<file path="src/hw/icmp_defs.svh">
// Constants for the interrupt controller odd-port programming block
`ifndef ICMP_DEFS_SVH
`define ICMP_DEFS_SVH

// ==========================================
// Vector base word fields
`define ICMP_VEC_BASE_HI     7
`define ICMP_VEC_BASE_LO     3
`define ICMP_VEC_LEVEL_HI    2
`define ICMP_VEC_LEVEL_LO    0

// ==========================================
// Cascade word fields
`define ICMP_CAS_RSV_HI      7
`define ICMP_CAS_RSV_LO      3
`define ICMP_CAS_ENABLE_BIT  2
`define ICMP_CAS_RSV0_BIT    0

// ==========================================
// Mode word fields
`define ICMP_MODE_RSV_HI     7
`define ICMP_MODE_RSV_LO     5
`define ICMP_MODE_NEST_BIT   4
`define ICMP_MODE_BUF_HI     3
`define ICMP_MODE_BUF_LO     2
`define ICMP_MODE_AEOI_BIT   1
`define ICMP_MODE_X86_BIT    0

// ==========================================
// Reset values
`define ICMP_MASK_RESET      8'hff
`define ICMP_WORD_RESET      8'h00

`endif

</file>
<file path="src/hw/icmp_pkg.sv">
// Types for the interrupt controller odd-port programming block
package icmp_pkg;

	typedef enum logic [4:0] {
		ICMP_IDLE     = 5'h01,
		ICMP_WAIT_VEC = 5'h02,
		ICMP_WAIT_CAS = 5'h04,
		ICMP_WAIT_MOD = 5'h08,
		ICMP_READY    = 5'h10
	} icmp_state_type;

	typedef logic [7:0] icmp_byte_type;

endpackage

</file>
<file path="src/hw/icmp_sync.sv">
// Two-flop synchroniser bank for pin inputs
`timescale 1ns/100ps

module icmp_sync #(
	parameter int WIDTH = 1
) (
	// Clock and reset
	input  wire logic             clk,
	input  wire logic             resetn,
	// Data
	input  wire logic [WIDTH-1:0] din,
	output logic      [WIDTH-1:0] dout
);

	logic [WIDTH-1:0] stage1Reg;

	always_ff @(posedge clk or negedge resetn) begin
		if (!resetn) begin
			stage1Reg <= '0;
			dout      <= '0;
		end else begin
			stage1Reg <= din;
			dout      <= stage1Reg;
		end
	end

endmodule

</file>
<file path="src/hw/icmp_init_mask_port.sv">
// Odd-port initialization and mask programming of the interrupt controller
//
// Operation
// After init starts, odd-port writes load vector base, then cascade, then mode words.
// Bits 7-3 of the vector base word form the upper bits of every delivered vector.
// Software writes zero into bits 2-0 of the vector base word.
// Bit 2 of the cascade word enables cascaded operation.
// Software writes zero into bits 7-3 and bit 0 of the cascade word.
// Software writes zero into bits 7-5 of the mode word.
// Mode bit 4 selects ordinary nesting (0) or special fully nested mode (1).
// Software sets mode bits 3-2 to 00, non-buffered operation only.
// Mode bit 1 selects explicit end_of_interrupt (0) or automatic end (1).
// Mode bit 0 selects the older 8-bit acknowledge (0) or x86 vectored acknowledge (1).
// Each mask bit gates its request line, 0 enabling it, bit 7 for line 7.
// After init, odd-port writes update the mask byte and reads return it.
`timescale 1ns/100ps
`include "icmp_defs.svh"

module icmp_init_mask_port (
	// Clock and reset
	input  wire logic                   clk,
	input  wire logic                   resetn,
	// Host odd-port access, one-cycle strobes from the decoder
	input  wire logic                   initStart,
	input  wire logic                   oddWrite,
	input  wire logic                   oddRead,
	input  wire icmp_pkg::icmp_byte_type writeData,
	output icmp_pkg::icmp_byte_type     readData,
	// Request lines from pins
	input  wire logic [7:0]             irqPin,
	// Interrupt level being acknowledged
	input  wire logic [2:0]             ackLevel,
	// Decoded configuration
	output icmp_pkg::icmp_byte_type     vectorOut,
	output logic                        cascadeEnable,
	output logic                        specialNested,
	output logic                        autoEoi,
	output logic                        x86Mode,
	output logic                        initDone,
	output logic                        badWriteSeen,
	output logic [7:0]                  maskedRequest
);
	import icmp_pkg::*;

	icmp_state_type state_reg;
	icmp_state_type state_next;
	icmp_byte_type  vector_base_word_reg;
	icmp_byte_type  cascade_config_word_reg;
	icmp_byte_type  operating_mode_word_reg;
	icmp_byte_type  request_mask_byte_reg;
	logic [7:0]     irqSync;
	logic           writeTaken;

	// ==========================================
	// Pin synchronisers
	// Request pins are asynchronous, so two flops stand before the gate
	icmp_sync #(.WIDTH(8)) uSync (
		.clk    (clk),
		.resetn (resetn),
		.din    (irqPin),
		.dout   (irqSync)
	);

	// ==========================================
	// Write acceptance
	// A write in the same cycle as initStart is refused
	assign writeTaken = oddWrite && !initStart;

	// ==========================================
	// Initialization sequencer
	always_comb begin
		state_next = state_reg;
		if (initStart) begin
			state_next = ICMP_WAIT_VEC;
		end else if (oddWrite) begin
			// write order
			case (state_reg)
				ICMP_WAIT_VEC: state_next = ICMP_WAIT_CAS;
				ICMP_WAIT_CAS: state_next = ICMP_WAIT_MOD;
				ICMP_WAIT_MOD: state_next = ICMP_READY;
				ICMP_IDLE:     state_next = ICMP_IDLE;
				ICMP_READY:    state_next = ICMP_READY;
				default:       state_next = ICMP_IDLE;
			endcase
		end
	end

	always_ff @(posedge clk or negedge resetn) begin
		if (!resetn) begin
			state_reg <= ICMP_IDLE;
		end else begin
			state_reg <= state_next;
		end
	end

	// ==========================================
	// Initialization words
	always_ff @(posedge clk or negedge resetn) begin
		if (!resetn) begin
			vector_base_word_reg <= `ICMP_WORD_RESET;
		end else if (writeTaken && state_reg == ICMP_WAIT_VEC) begin
			// first word
			vector_base_word_reg <= writeData;
		end
	end

	always_ff @(posedge clk or negedge resetn) begin
		if (!resetn) begin
			cascade_config_word_reg <= `ICMP_WORD_RESET;
		end else if (writeTaken && state_reg == ICMP_WAIT_CAS) begin
			// second word
			cascade_config_word_reg <= writeData;
		end
	end

	always_ff @(posedge clk or negedge resetn) begin
		if (!resetn) begin
			operating_mode_word_reg <= `ICMP_WORD_RESET;
		end else if (writeTaken && state_reg == ICMP_WAIT_MOD) begin
			// third word
			operating_mode_word_reg <= writeData;
		end
	end

	// ==========================================
	// Reserved-bit monitor, sticky until next init
	always_ff @(posedge clk or negedge resetn) begin
		if (!resetn) begin
			badWriteSeen <= 1'b0;
		end else if (writeTaken && (
				// level field zero
				(state_reg == ICMP_WAIT_VEC &&
					writeData[`ICMP_VEC_LEVEL_HI:`ICMP_VEC_LEVEL_LO] != 3'h0) ||
				// cascade reserved zero
				(state_reg == ICMP_WAIT_CAS &&
					(writeData[`ICMP_CAS_RSV_HI:`ICMP_CAS_RSV_LO] != 5'h00 ||
					writeData[`ICMP_CAS_RSV0_BIT] != 1'b0)) ||
				// mode reserved and buffer zero
				(state_reg == ICMP_WAIT_MOD &&
					(writeData[`ICMP_MODE_RSV_HI:`ICMP_MODE_RSV_LO] != 3'h0 ||
					writeData[`ICMP_MODE_BUF_HI:`ICMP_MODE_BUF_LO] != 2'h0)))) begin
			badWriteSeen <= 1'b1;
		end else if (initStart) begin
			badWriteSeen <= 1'b0;
		end
	end

	// ==========================================
	// Mask byte
	always_ff @(posedge clk or negedge resetn) begin
		if (!resetn) begin
			// All lines masked until software opens them
			request_mask_byte_reg <= `ICMP_MASK_RESET;
		end else if (writeTaken && state_reg == ICMP_READY) begin
			// mask update
			request_mask_byte_reg <= writeData;
		end
	end

	// Read data stands until the next read
	always_ff @(posedge clk or negedge resetn) begin
		if (!resetn) begin
			readData <= `ICMP_WORD_RESET;
		end else if (oddRead) begin
			// mask readback
			readData <= request_mask_byte_reg;
		end
	end

	// ==========================================
	// Request gating
	genvar gi;
	generate
		for (gi = 0; gi < 8; gi++) begin : gGate
			always_ff @(posedge clk or negedge resetn) begin
				if (!resetn) begin
					maskedRequest[gi] <= 1'b0;
				end else begin
					// zero enables
					maskedRequest[gi] <= irqSync[gi] & ~request_mask_byte_reg[gi];
				end
			end
		end
	endgenerate

	// ==========================================
	// Vector and mode outputs
	always_ff @(posedge clk or negedge resetn) begin
		if (!resetn) begin
			vectorOut <= `ICMP_WORD_RESET;
		end else begin
			// vector base upper bits
			vectorOut <= {vector_base_word_reg[`ICMP_VEC_BASE_HI:`ICMP_VEC_BASE_LO], ackLevel};
		end
	end

	always_ff @(posedge clk or negedge resetn) begin
		if (!resetn) begin
			cascadeEnable <= 1'b0;
		end else begin
			// cascade enable
			cascadeEnable <= cascade_config_word_reg[`ICMP_CAS_ENABLE_BIT];
		end
	end

	always_ff @(posedge clk or negedge resetn) begin
		if (!resetn) begin
			specialNested <= 1'b0;
			autoEoi       <= 1'b0;
			x86Mode       <= 1'b0;
		end else begin
			// nesting select
			specialNested <= operating_mode_word_reg[`ICMP_MODE_NEST_BIT];
			// end of interrupt select
			autoEoi       <= operating_mode_word_reg[`ICMP_MODE_AEOI_BIT];
			// acknowledge protocol
			x86Mode       <= operating_mode_word_reg[`ICMP_MODE_X86_BIT];
		end
	end

	// Done one edge after the mode word lands, low again on a new start
	always_ff @(posedge clk or negedge resetn) begin
		if (!resetn) begin
			initDone <= 1'b0;
		end else begin
			// sequence complete
			initDone <= (state_reg == ICMP_READY);
		end
	end

endmodule

</file>
<file path="config.mk">
export PLATFORM = sky130hd
export DESIGN_NAME = icmp_init_mask_port
export DESIGN_NICKNAME = d
export VERILOG_FILES = /design/src/hw/icmp_pkg.sv /design/src/hw/icmp_sync.sv /design/src/hw/icmp_init_mask_port.sv
export VERILOG_INCLUDE_DIRS = /design/src /design/src/hw
export SDC_FILE = /design/constraint.sdc
export NUM_CORES = 1
export LEC_CHECK = 0
export BUFFER_PORTS_ARGS = -buffer_cell sky130_fd_sc_hd__buf_2
export CORE_ASPECT_RATIO = 1.1
export CORE_MARGIN = 2
export CORE_UTILIZATION = 52
export DETAILED_ROUTE_END_ITERATION = 12
export PLACE_DENSITY_LB_ADDON = 0.3
export SLEW_MARGIN = 20
export SYNTH_ARGS = -nofsm -noshare
export SYNTH_HDL_FRONTEND = slang
export SYNTH_HIERARCHICAL = 1
export SYNTH_SLANG_ARGS = --single-unit
</file>
<file path="constraint.sdc">
create_clock -name clk -period 1.8 [get_ports clk]
set_input_delay 0.09 -clock clk [delete_from_list [all_inputs] [get_ports clk]]
set_output_delay 0.09 -clock clk [all_outputs]
set_load 0.01 [all_outputs]
</file>
==> results of run 1 <==
==> power by group through the flow <==
| stage | Combinational [mW] | Clock (mW) | Sequential [mW] |
|---|---|---|---|
| after global routing | 0.312 | 1.20 | 1.72 |
| after detailed placement | 0.266 | 0 | 1.74 |
| after floorplan | 0.0885 | 0 | 1.76 |
| after CTS | 0.289 | 1.13 | 1.71 |
| after global placement | 0.253 | 0 | 1.72 |
| final | 0.284 | 1.10 | 1.70 |
==> worst reg2reg max path: cells and delay by family (launching register included) <==
kind,cells,cell delay (ns)
AND/OR/NAND/NOR,2,0.73
multiplexers,1,0.38
flip-flops,1,0.48
==> worst max path at each step <==
stage                                    end  slack [ns]  cells after the start
finish              request_mask_byte_reg[6]        0.13                      3
global placement    request_mask_byte_reg[3]        0.22                      3
floorplan           request_mask_byte_reg[0]        0.32                      5
detailed placement  request_mask_byte_reg[3]        0.12                      3
CTS                 request_mask_byte_reg[6]        0.11                      3
global route        request_mask_byte_reg[2]        0.03                      3
==> layer usage <==
layer	global-route usage, %	share of wire [%]	vias to the layer above
li1	-	-	639
met1	22.7	39	699
met2	31.9	52	58
met3	5.60	6.6	8
met4	14.7	2.0	0
met5	0	0	-
==> metrics by stage <==
stage / hold WS, ns / instances
2_1_floorplan: -0.206 / 140
3_5_place_dp: 0.115 / 246
4_1_cts: 0.00668 / 275
6_report: 0.0254 / 275
5_1_grt: 0.0210 / 275
3_3_place_gp: 0.0957 / 246
==> cell families after synthesis <==
logic type / Yosys count / synth area share [%]
AOI/OAI and AO/OA: 11 / 3.53
buffers and inverters: 8 / 2.24
xor gates and xnor gates: 1 / 0.374
muxes: 25 / 12.0
and+or+nand+nor: 27 / 8.66
DFF: 68 / 73.2
==> area by class of cell <==
cell class                      instances  area, um^2  share of cell area (%)
Clock buffer                           10         138                    4.62
Clock inverter                          6        40.0                    1.34
Inverter                                4        15.0                   0.504
Multi-Input combinational cell         64         576                    19.3
Sequential cell                        68        1710                    57.5
Tap cell                               54        67.6                    2.27
Timing Repair Buffer                   69         430                    14.4
==> placed cells by master, fill, tap and decap left out, drive strengths merged, types with 4 or more instances in the layout <==
cell type    count
nor2b            9
nand2            5
buf             56
dfstp            9
mux2            25
dlygate4sd3     13
clkbuf          10
clkinvlp         4
inv              4
dfrtp           59
==> Yosys cell counts <==
| cell | instances | area [um^2] |
|---|---|---|
| nor2_1 | 2 | 7.51 |
| o21ai_0 | 2 | 10.0 |
| and2_1 | 1 | 6.26 |
| a21oi_1 | 1 | 5.00 |
| a21o_1 | 1 | 7.51 |
| nand2_2 | 1 | 6.26 |
| o2111ai_1 | 2 | 17.5 |
| nand2_1 | 4 | 15.0 |
| inv_1 | 4 | 15.0 |
| nor2b_1 | 9 | 56.3 |
| nor3b_2 | 1 | 12.5 |
| buf_6 | 3 | 33.8 |
| mux2_1 | 1 | 11.3 |
| a32o_1 | 1 | 10.0 |
| nand3_2 | 1 | 10.0 |
| o311ai_0 | 1 | 8.76 |
| nor3_1 | 1 | 5.00 |
| o311ai_1 | 1 | 8.76 |
| dfrtp_1 | 59 | 1480 |
| nor4_4 | 1 | 21.3 |
| clkbuf_1 | 1 | 3.75 |
| o211ai_1 | 2 | 15.0 |
| and4bb_2 | 1 | 12.5 |
| xor2_1 | 1 | 8.76 |
| mux2_2 | 24 | 270 |
| nand3_1 | 1 | 5.00 |
| and3_1 | 1 | 6.26 |
| nor4b_4 | 1 | 23.8 |
| dfstp_2 | 9 | 236 |
| or4_1 | 1 | 7.51 |
| nand3b_1 | 1 | 7.51 |
==> metrics.md, run 1 <==
| Metric | Value |
|---|---|
| PostCTS Resize Cnt | `0` |
| Tightest Pin Transition | `0.581 ns` |
| Final Hold Vio Count | `0` |
| Worst R2R Start | `state_reg[2]` |
| Detailed placement HPWL | `approximately 3 mm` |
| Hold path endpoint | `request_mask_byte_reg[3]` |
| Starting Density | `~54%` |
| Placer congestion estimate | `0.926` |
| Ant diodes | `0` |
| P_leak | `roughly 1.5 nW` |
| Via count of the first global-routing pass | `about 1.6k` |
| WP buf/inv | `0` |
| Die footprint | `around 5100 um^2` |
| Sequential share of power | `55.2%` |
| Num rows | `25` |
| CTS root buf | `clkbuf_8` |
| Hold depth | `2` |
| Worst Setup Slack, final | `~0.13 ns` |
| Ports | `54` |
| Total GRT Usage | `roughly a fifth` |
| Family with the most delay on the worst path | `simple AND/OR/NAND/NOR gates` |
| Final WL | `4.38 mm` |
| Reg2reg end | `request_mask_byte_reg[6]` |
| Status | `completed` |
| Post-route cell area | `a little under 3000 um^2` |
| Switch Pwr | `766 uW` |
| Pre-CTS WS | `0.124 ns` |
| Area growth syn-to-layout | `27.3%` |
| R2R cell count | `3` |
| CTS Hold Bufs | `13` |
| Crit Path Category | `flop to flop` |
| Setup Buffers After CTS | `0` |
| Critical Path Sink Type | `flop` |
| Die width | `slightly below 70 um` |
| RSZ-0062 raised after global routing | `false` |
| First-pass GRT wire length | `7.06 mm` |
| Logic pwr share | `approximately 9.2%` |
| Residual DRC | `0` |
| Maximum number of pins on one net before global-route repair | `33` |
| Internal | `roughly 2.3 mW` |
| CP peak stage delay | `~0.48 ns` |
| CORE AREA | `between 4000 and 5000 um^2` |
| Final setup vio count | `0` |
| Die H | `around 74 um` |
| Number of vias per cell | `about 5.1` |
| Drt pass-1 iters | `4` |
| Syn_nets | `around 160` |
| CTS Buffer Depth | `2` |
| Worst VDD drop | `approximately 0.0007 V` |
| Clk slew on worst S/H paths | `0.08 ns` |
| HP Start | `writeData[3]` |
| Detailed-route via count | `around 1.4k` |
| Sw Ratio | `around a quarter` |
| Max H-tree Level | `3` |
| DR iter-0 viols | `roughly 100` |
| MaxCap Viol Count | `0` |
| Antenna violations before repair | `0` |
| Warnings, synthesis | `6` |
| GRT Residual Overflow | `0` |
| Startpoint types | `flop` |
| Highest clock rate | `about 600 MHz` |
| Worst EP arrival | `about 1.9 ns` |
| Post-DRT Antenna Nets | `0` |
| CP max-delay cell | `dfrtp_1` |
| Clk_skew | `between 0.01 and 0.015 ns` |
| P per Cell Area | `approximately 1000 nW/um^2` |
| Synth cell types | `31` |
| Placed Area | `2670 um^2` |
| Worst path cell trace | `nor4_4 -> and3_1 -> mux2_2` |
| Required @ worst endpoint | `between 2 and 2.5 ns` |
| CTS tree | `built` |
| Reg2Reg Setup Slack | `around 0.13 ns` |
| Clock Sinks | `between 60 and 70` |
| Cts bufs inserted | `9` |
| Max-Slew Margin vs Limit | `roughly 61%` |
| Final Max Slew Viols | `0` |
| Setup_tns | `0 ns` |
| Crit path launch | `state_reg[2]` |
| Clock Latency Late Sink | `0.34 ns` |
| Register bit count reported by yosys | `68` |
| Final Total Pwr | `between 3 and 4 mW` |
| Port Buffer Count | `53` |
| Syn Inst Count | `140` |
| Finished Core Util | `between 60 and 70%` |
| Synth Area per Inst | `about 17 um^2` |
| Nets | `240` |
| Crit-path max FO | `8` |
| Share of layout cells above drive strength 1 | `between 50% and 60%` |
| Fillers | `between 300 and 400` |
| Synthesized area | `2340 um^2` |
| Final period util | `between 90% and 100%` |
| HP Class | `primary input to flop` |
| Average wire per standard cell | `15.9 um` |
| Fraction of the yosys area taken by sequential cells | `about 73%` |
| Min Tclk post-route | `approximately 1.7 ns` |
| Clock Power Share | `a little over a third` |
Note: power is estimated with default switching activity, not from simulation.
==> run 2, diff against run 1 <==
--- a/config.mk
+++ b/config.mk
@@ -6,11 +6,11 @@
 export SDC_FILE = /design/constraint.sdc
 export NUM_CORES = 1
 export LEC_CHECK = 0
-export BUFFER_PORTS_ARGS = -buffer_cell sky130_fd_sc_hd__buf_2
 export CORE_ASPECT_RATIO = 1.1
 export CORE_MARGIN = 2
-export CORE_UTILIZATION = 52
+export CORE_UTILIZATION = 55
 export DETAILED_ROUTE_END_ITERATION = 12
+export DONT_BUFFER_PORTS = 1
 export PLACE_DENSITY_LB_ADDON = 0.3
 export SLEW_MARGIN = 20
 export SYNTH_ARGS = -nofsm -noshare
==> metrics.md, run 2 (synthesis results as in run 1) <==
| Metric | Value |
|---|---|
| Share of layout cells above drive strength 1 | `roughly a third` |
| CTS root buf | `clkbuf_8` |
| CP max-delay cell | `dlygate4sd3_1` |
| Highest clock rate | `approximately 570 MHz` |
| Required @ worst endpoint | `between 2 and 2.5 ns` |
| Die H | `between 70 and 80 um` |
| Clock Latency Late Sink | `0.34 ns` |
| GRT Residual Overflow | `0` |
| Average wire per standard cell | `17.7 um` |
| Clk slew on worst S/H paths | `roughly 0.07 ns` |
| Tightest Pin Transition | `approximately 0.44 ns` |
| Sequential share of power | `about 57%` |
| Placed Area | `2380 um^2` |
| Final Hold Vio Count | `0` |
| Drt pass-1 iters | `4` |
| Min Tclk post-route | `about 1.7 ns` |
| Ant diodes | `0` |
| CTS Buffer Depth | `2` |
| Worst VDD drop | `between 0.0008 and 0.0009 V` |
| P per Cell Area | `roughly 1100 nW/um^2` |
| Final Total Pwr | `a little over 3 mW` |
| Final Max Slew Viols | `0` |
| Hold path endpoint | `state_reg[0]` |
| Detailed-route via count | `1290` |
| Worst Setup Slack, final | `approximately 0.053 ns` |
| HP Class | `primary input to flop` |
| Crit-path max FO | `8` |
| Port Buffer Count | `0` |
| P_leak | `about 1.3 nW` |
| Placed cell count | `189` |
| Via count of the first global-routing pass | `roughly 1.4k` |
| Die footprint | `between 4000 and 5000 um^2` |
| Finished Core Util | `a little under three quarters` |
| Clock Sinks | `68` |
| Die width | `66.2 um` |
| Sw Ratio | `between 20% and 30%` |
| Number of vias per cell | `5.54` |
| Final setup vio count | `0` |
| Critical Path Sink Type | `flop` |
| Area growth syn-to-layout | `22.0%` |
| First-pass GRT wire length | `6.78 mm` |
| Startpoint types | `flop` |
| Worst R2R Start | `state_reg[4]` |
| R2R cell count | `4` |
| Post-DRT Antenna Nets | `0` |
| Final non-filler cell total | `233` |
| Pre-CTS WS | `just over 0.06 ns` |
| Internal | `about 2.4 mW` |
| Final period util | `a little under 100%` |
| Clock Power Share | `between 30% and 40%` |
| Final WL | `4.12 mm` |
| Maximum number of pins on one net before global-route repair | `69` |
| CP peak stage delay | `about 0.58 ns` |
| Crit Path Category | `flop to flop` |
| Switch Pwr | `around 700 uW` |
| CTS tree | `built` |
| Worst hold slack | `0.0146 ns` |
| Status | `completed` |
| Logic pwr share | `under 10%` |
| Num rows | `24` |
| Max H-tree Level | `3` |
| Ports | `between 50 and 60` |
| CORE AREA | `~4000 um^2` |
| Cts bufs inserted | `9` |
| Hold depth | `2` |
| Commonest cells after routing, fill and taps aside | `57 x dfrtp_1, 26 x dlygate4sd3_1, 24 x mux2_2, 12 x clkbuf_8` |
| Total GRT Usage | `20.2%` |
| MaxCap Viol Count | `0` |
| Placer congestion estimate | `0.861` |
| Detailed placement HPWL | `around 2.5 mm` |
| Antenna violations before repair | `0` |
| Residual DRC | `0` |
| Max-Slew Margin vs Limit | `about 71%` |
| Reg2reg end | `badWriteSeen` |
| Nets | `200` |
| Clk_skew | `between 0.008 and 0.009 ns` |
| Reg2Reg Setup Slack | `~0.053 ns` |
| Worst path cell trace | `nor4b_4 -> o311ai_1 -> dlygate4sd3_1 -> o2111ai_1` |
| DR iter-0 viols | `between 90 and 100` |
| Commonest non-fill, non-tap cell in the layout | `dfrtp_1` |
| Starting Density | `roughly three fifths` |
| Setup_tns | `0 ns` |
| HP Start | `initStart` |
| Worst EP arrival | `~2.0 ns` |
| Post-route cell area | `approximately 2900 um^2` |
==> run 2: changes by cell type in the layout (fill, tap and decap cells not counted), moves of 2 or more <==
cell           previous run  this run
dfrtp_1                  59        57
clkinvlp_4                4         0
buf_2                    53         0
clkbuf_1                  0         3
dfrtp_2                   0         2
dlygate4sd3_1            13        26
clkbuf_8                 10        12
==> run 2: cell type report <==
| class | count | area, um^2 |
|---|---|---|
| Inverter | 4 | 15.0 |
| Clock buffer | 15 | 176 |
| Timing Repair Buffer | 29 | 303 |
| Fill cell | 278 | 1170 |
| Sequential cell | 68 | 1720 |
| Multi-Input combinational cell | 64 | 577 |
| Tap cell | 52 | 65.1 |
| Clock inverter | 1 | 5.00 |
==> run 2: worst max-delay path: cells and delay by family (launching register included) <==
family          cells  cell delay (ns)
flops               1             0.48
compound gates      2             0.21
simple gates        1             0.39
buf+inv             1             0.58
==> run 2: worst max-delay path by stage <==
stage | startpoint | end | depth (start not counted)
final | state_reg[4] | badWriteSeen | 4
after global routing | state_reg[4] | badWriteSeen | 4
after CTS | state_reg[1] | badWriteSeen | 4
after detailed placement | state_reg[2] | request_mask_byte_reg[4] | 3
after global placement | state_reg[2] | request_mask_byte_reg[7] | 3
after floorplan | state_reg[3] | request_mask_byte_reg[0] | 5
==> run 2: timing repair <==
action                     in CTS  in global routing
hold endpoints to repair      109                  1
buffers inserted                0                  1
setup endpoints to repair       0                  7
gates resized for setup         0                  3
hold buffers                   26                  1
==> run 2: layer usage <==
layer	track usage [%]	share of wire, %	vias to the layer above
met5	0	0	-
met4	12.0	2.6	0
met3	8.53	9.0	11
met2	30.1	49	64
met1	24.6	40	655
li1	-	-	560
==> run 2: power by group through the flow <==
stage	sequential, mW	combinational, mW	clock (mW)
after floorplan	1.76	0.0885	0
after global placement	1.77	0.0914	0
after detailed placement	1.77	0.0984	0
after CTS	1.75	0.188	1.15
after global routing	1.76	0.210	1.22
final	1.75	0.189	1.12
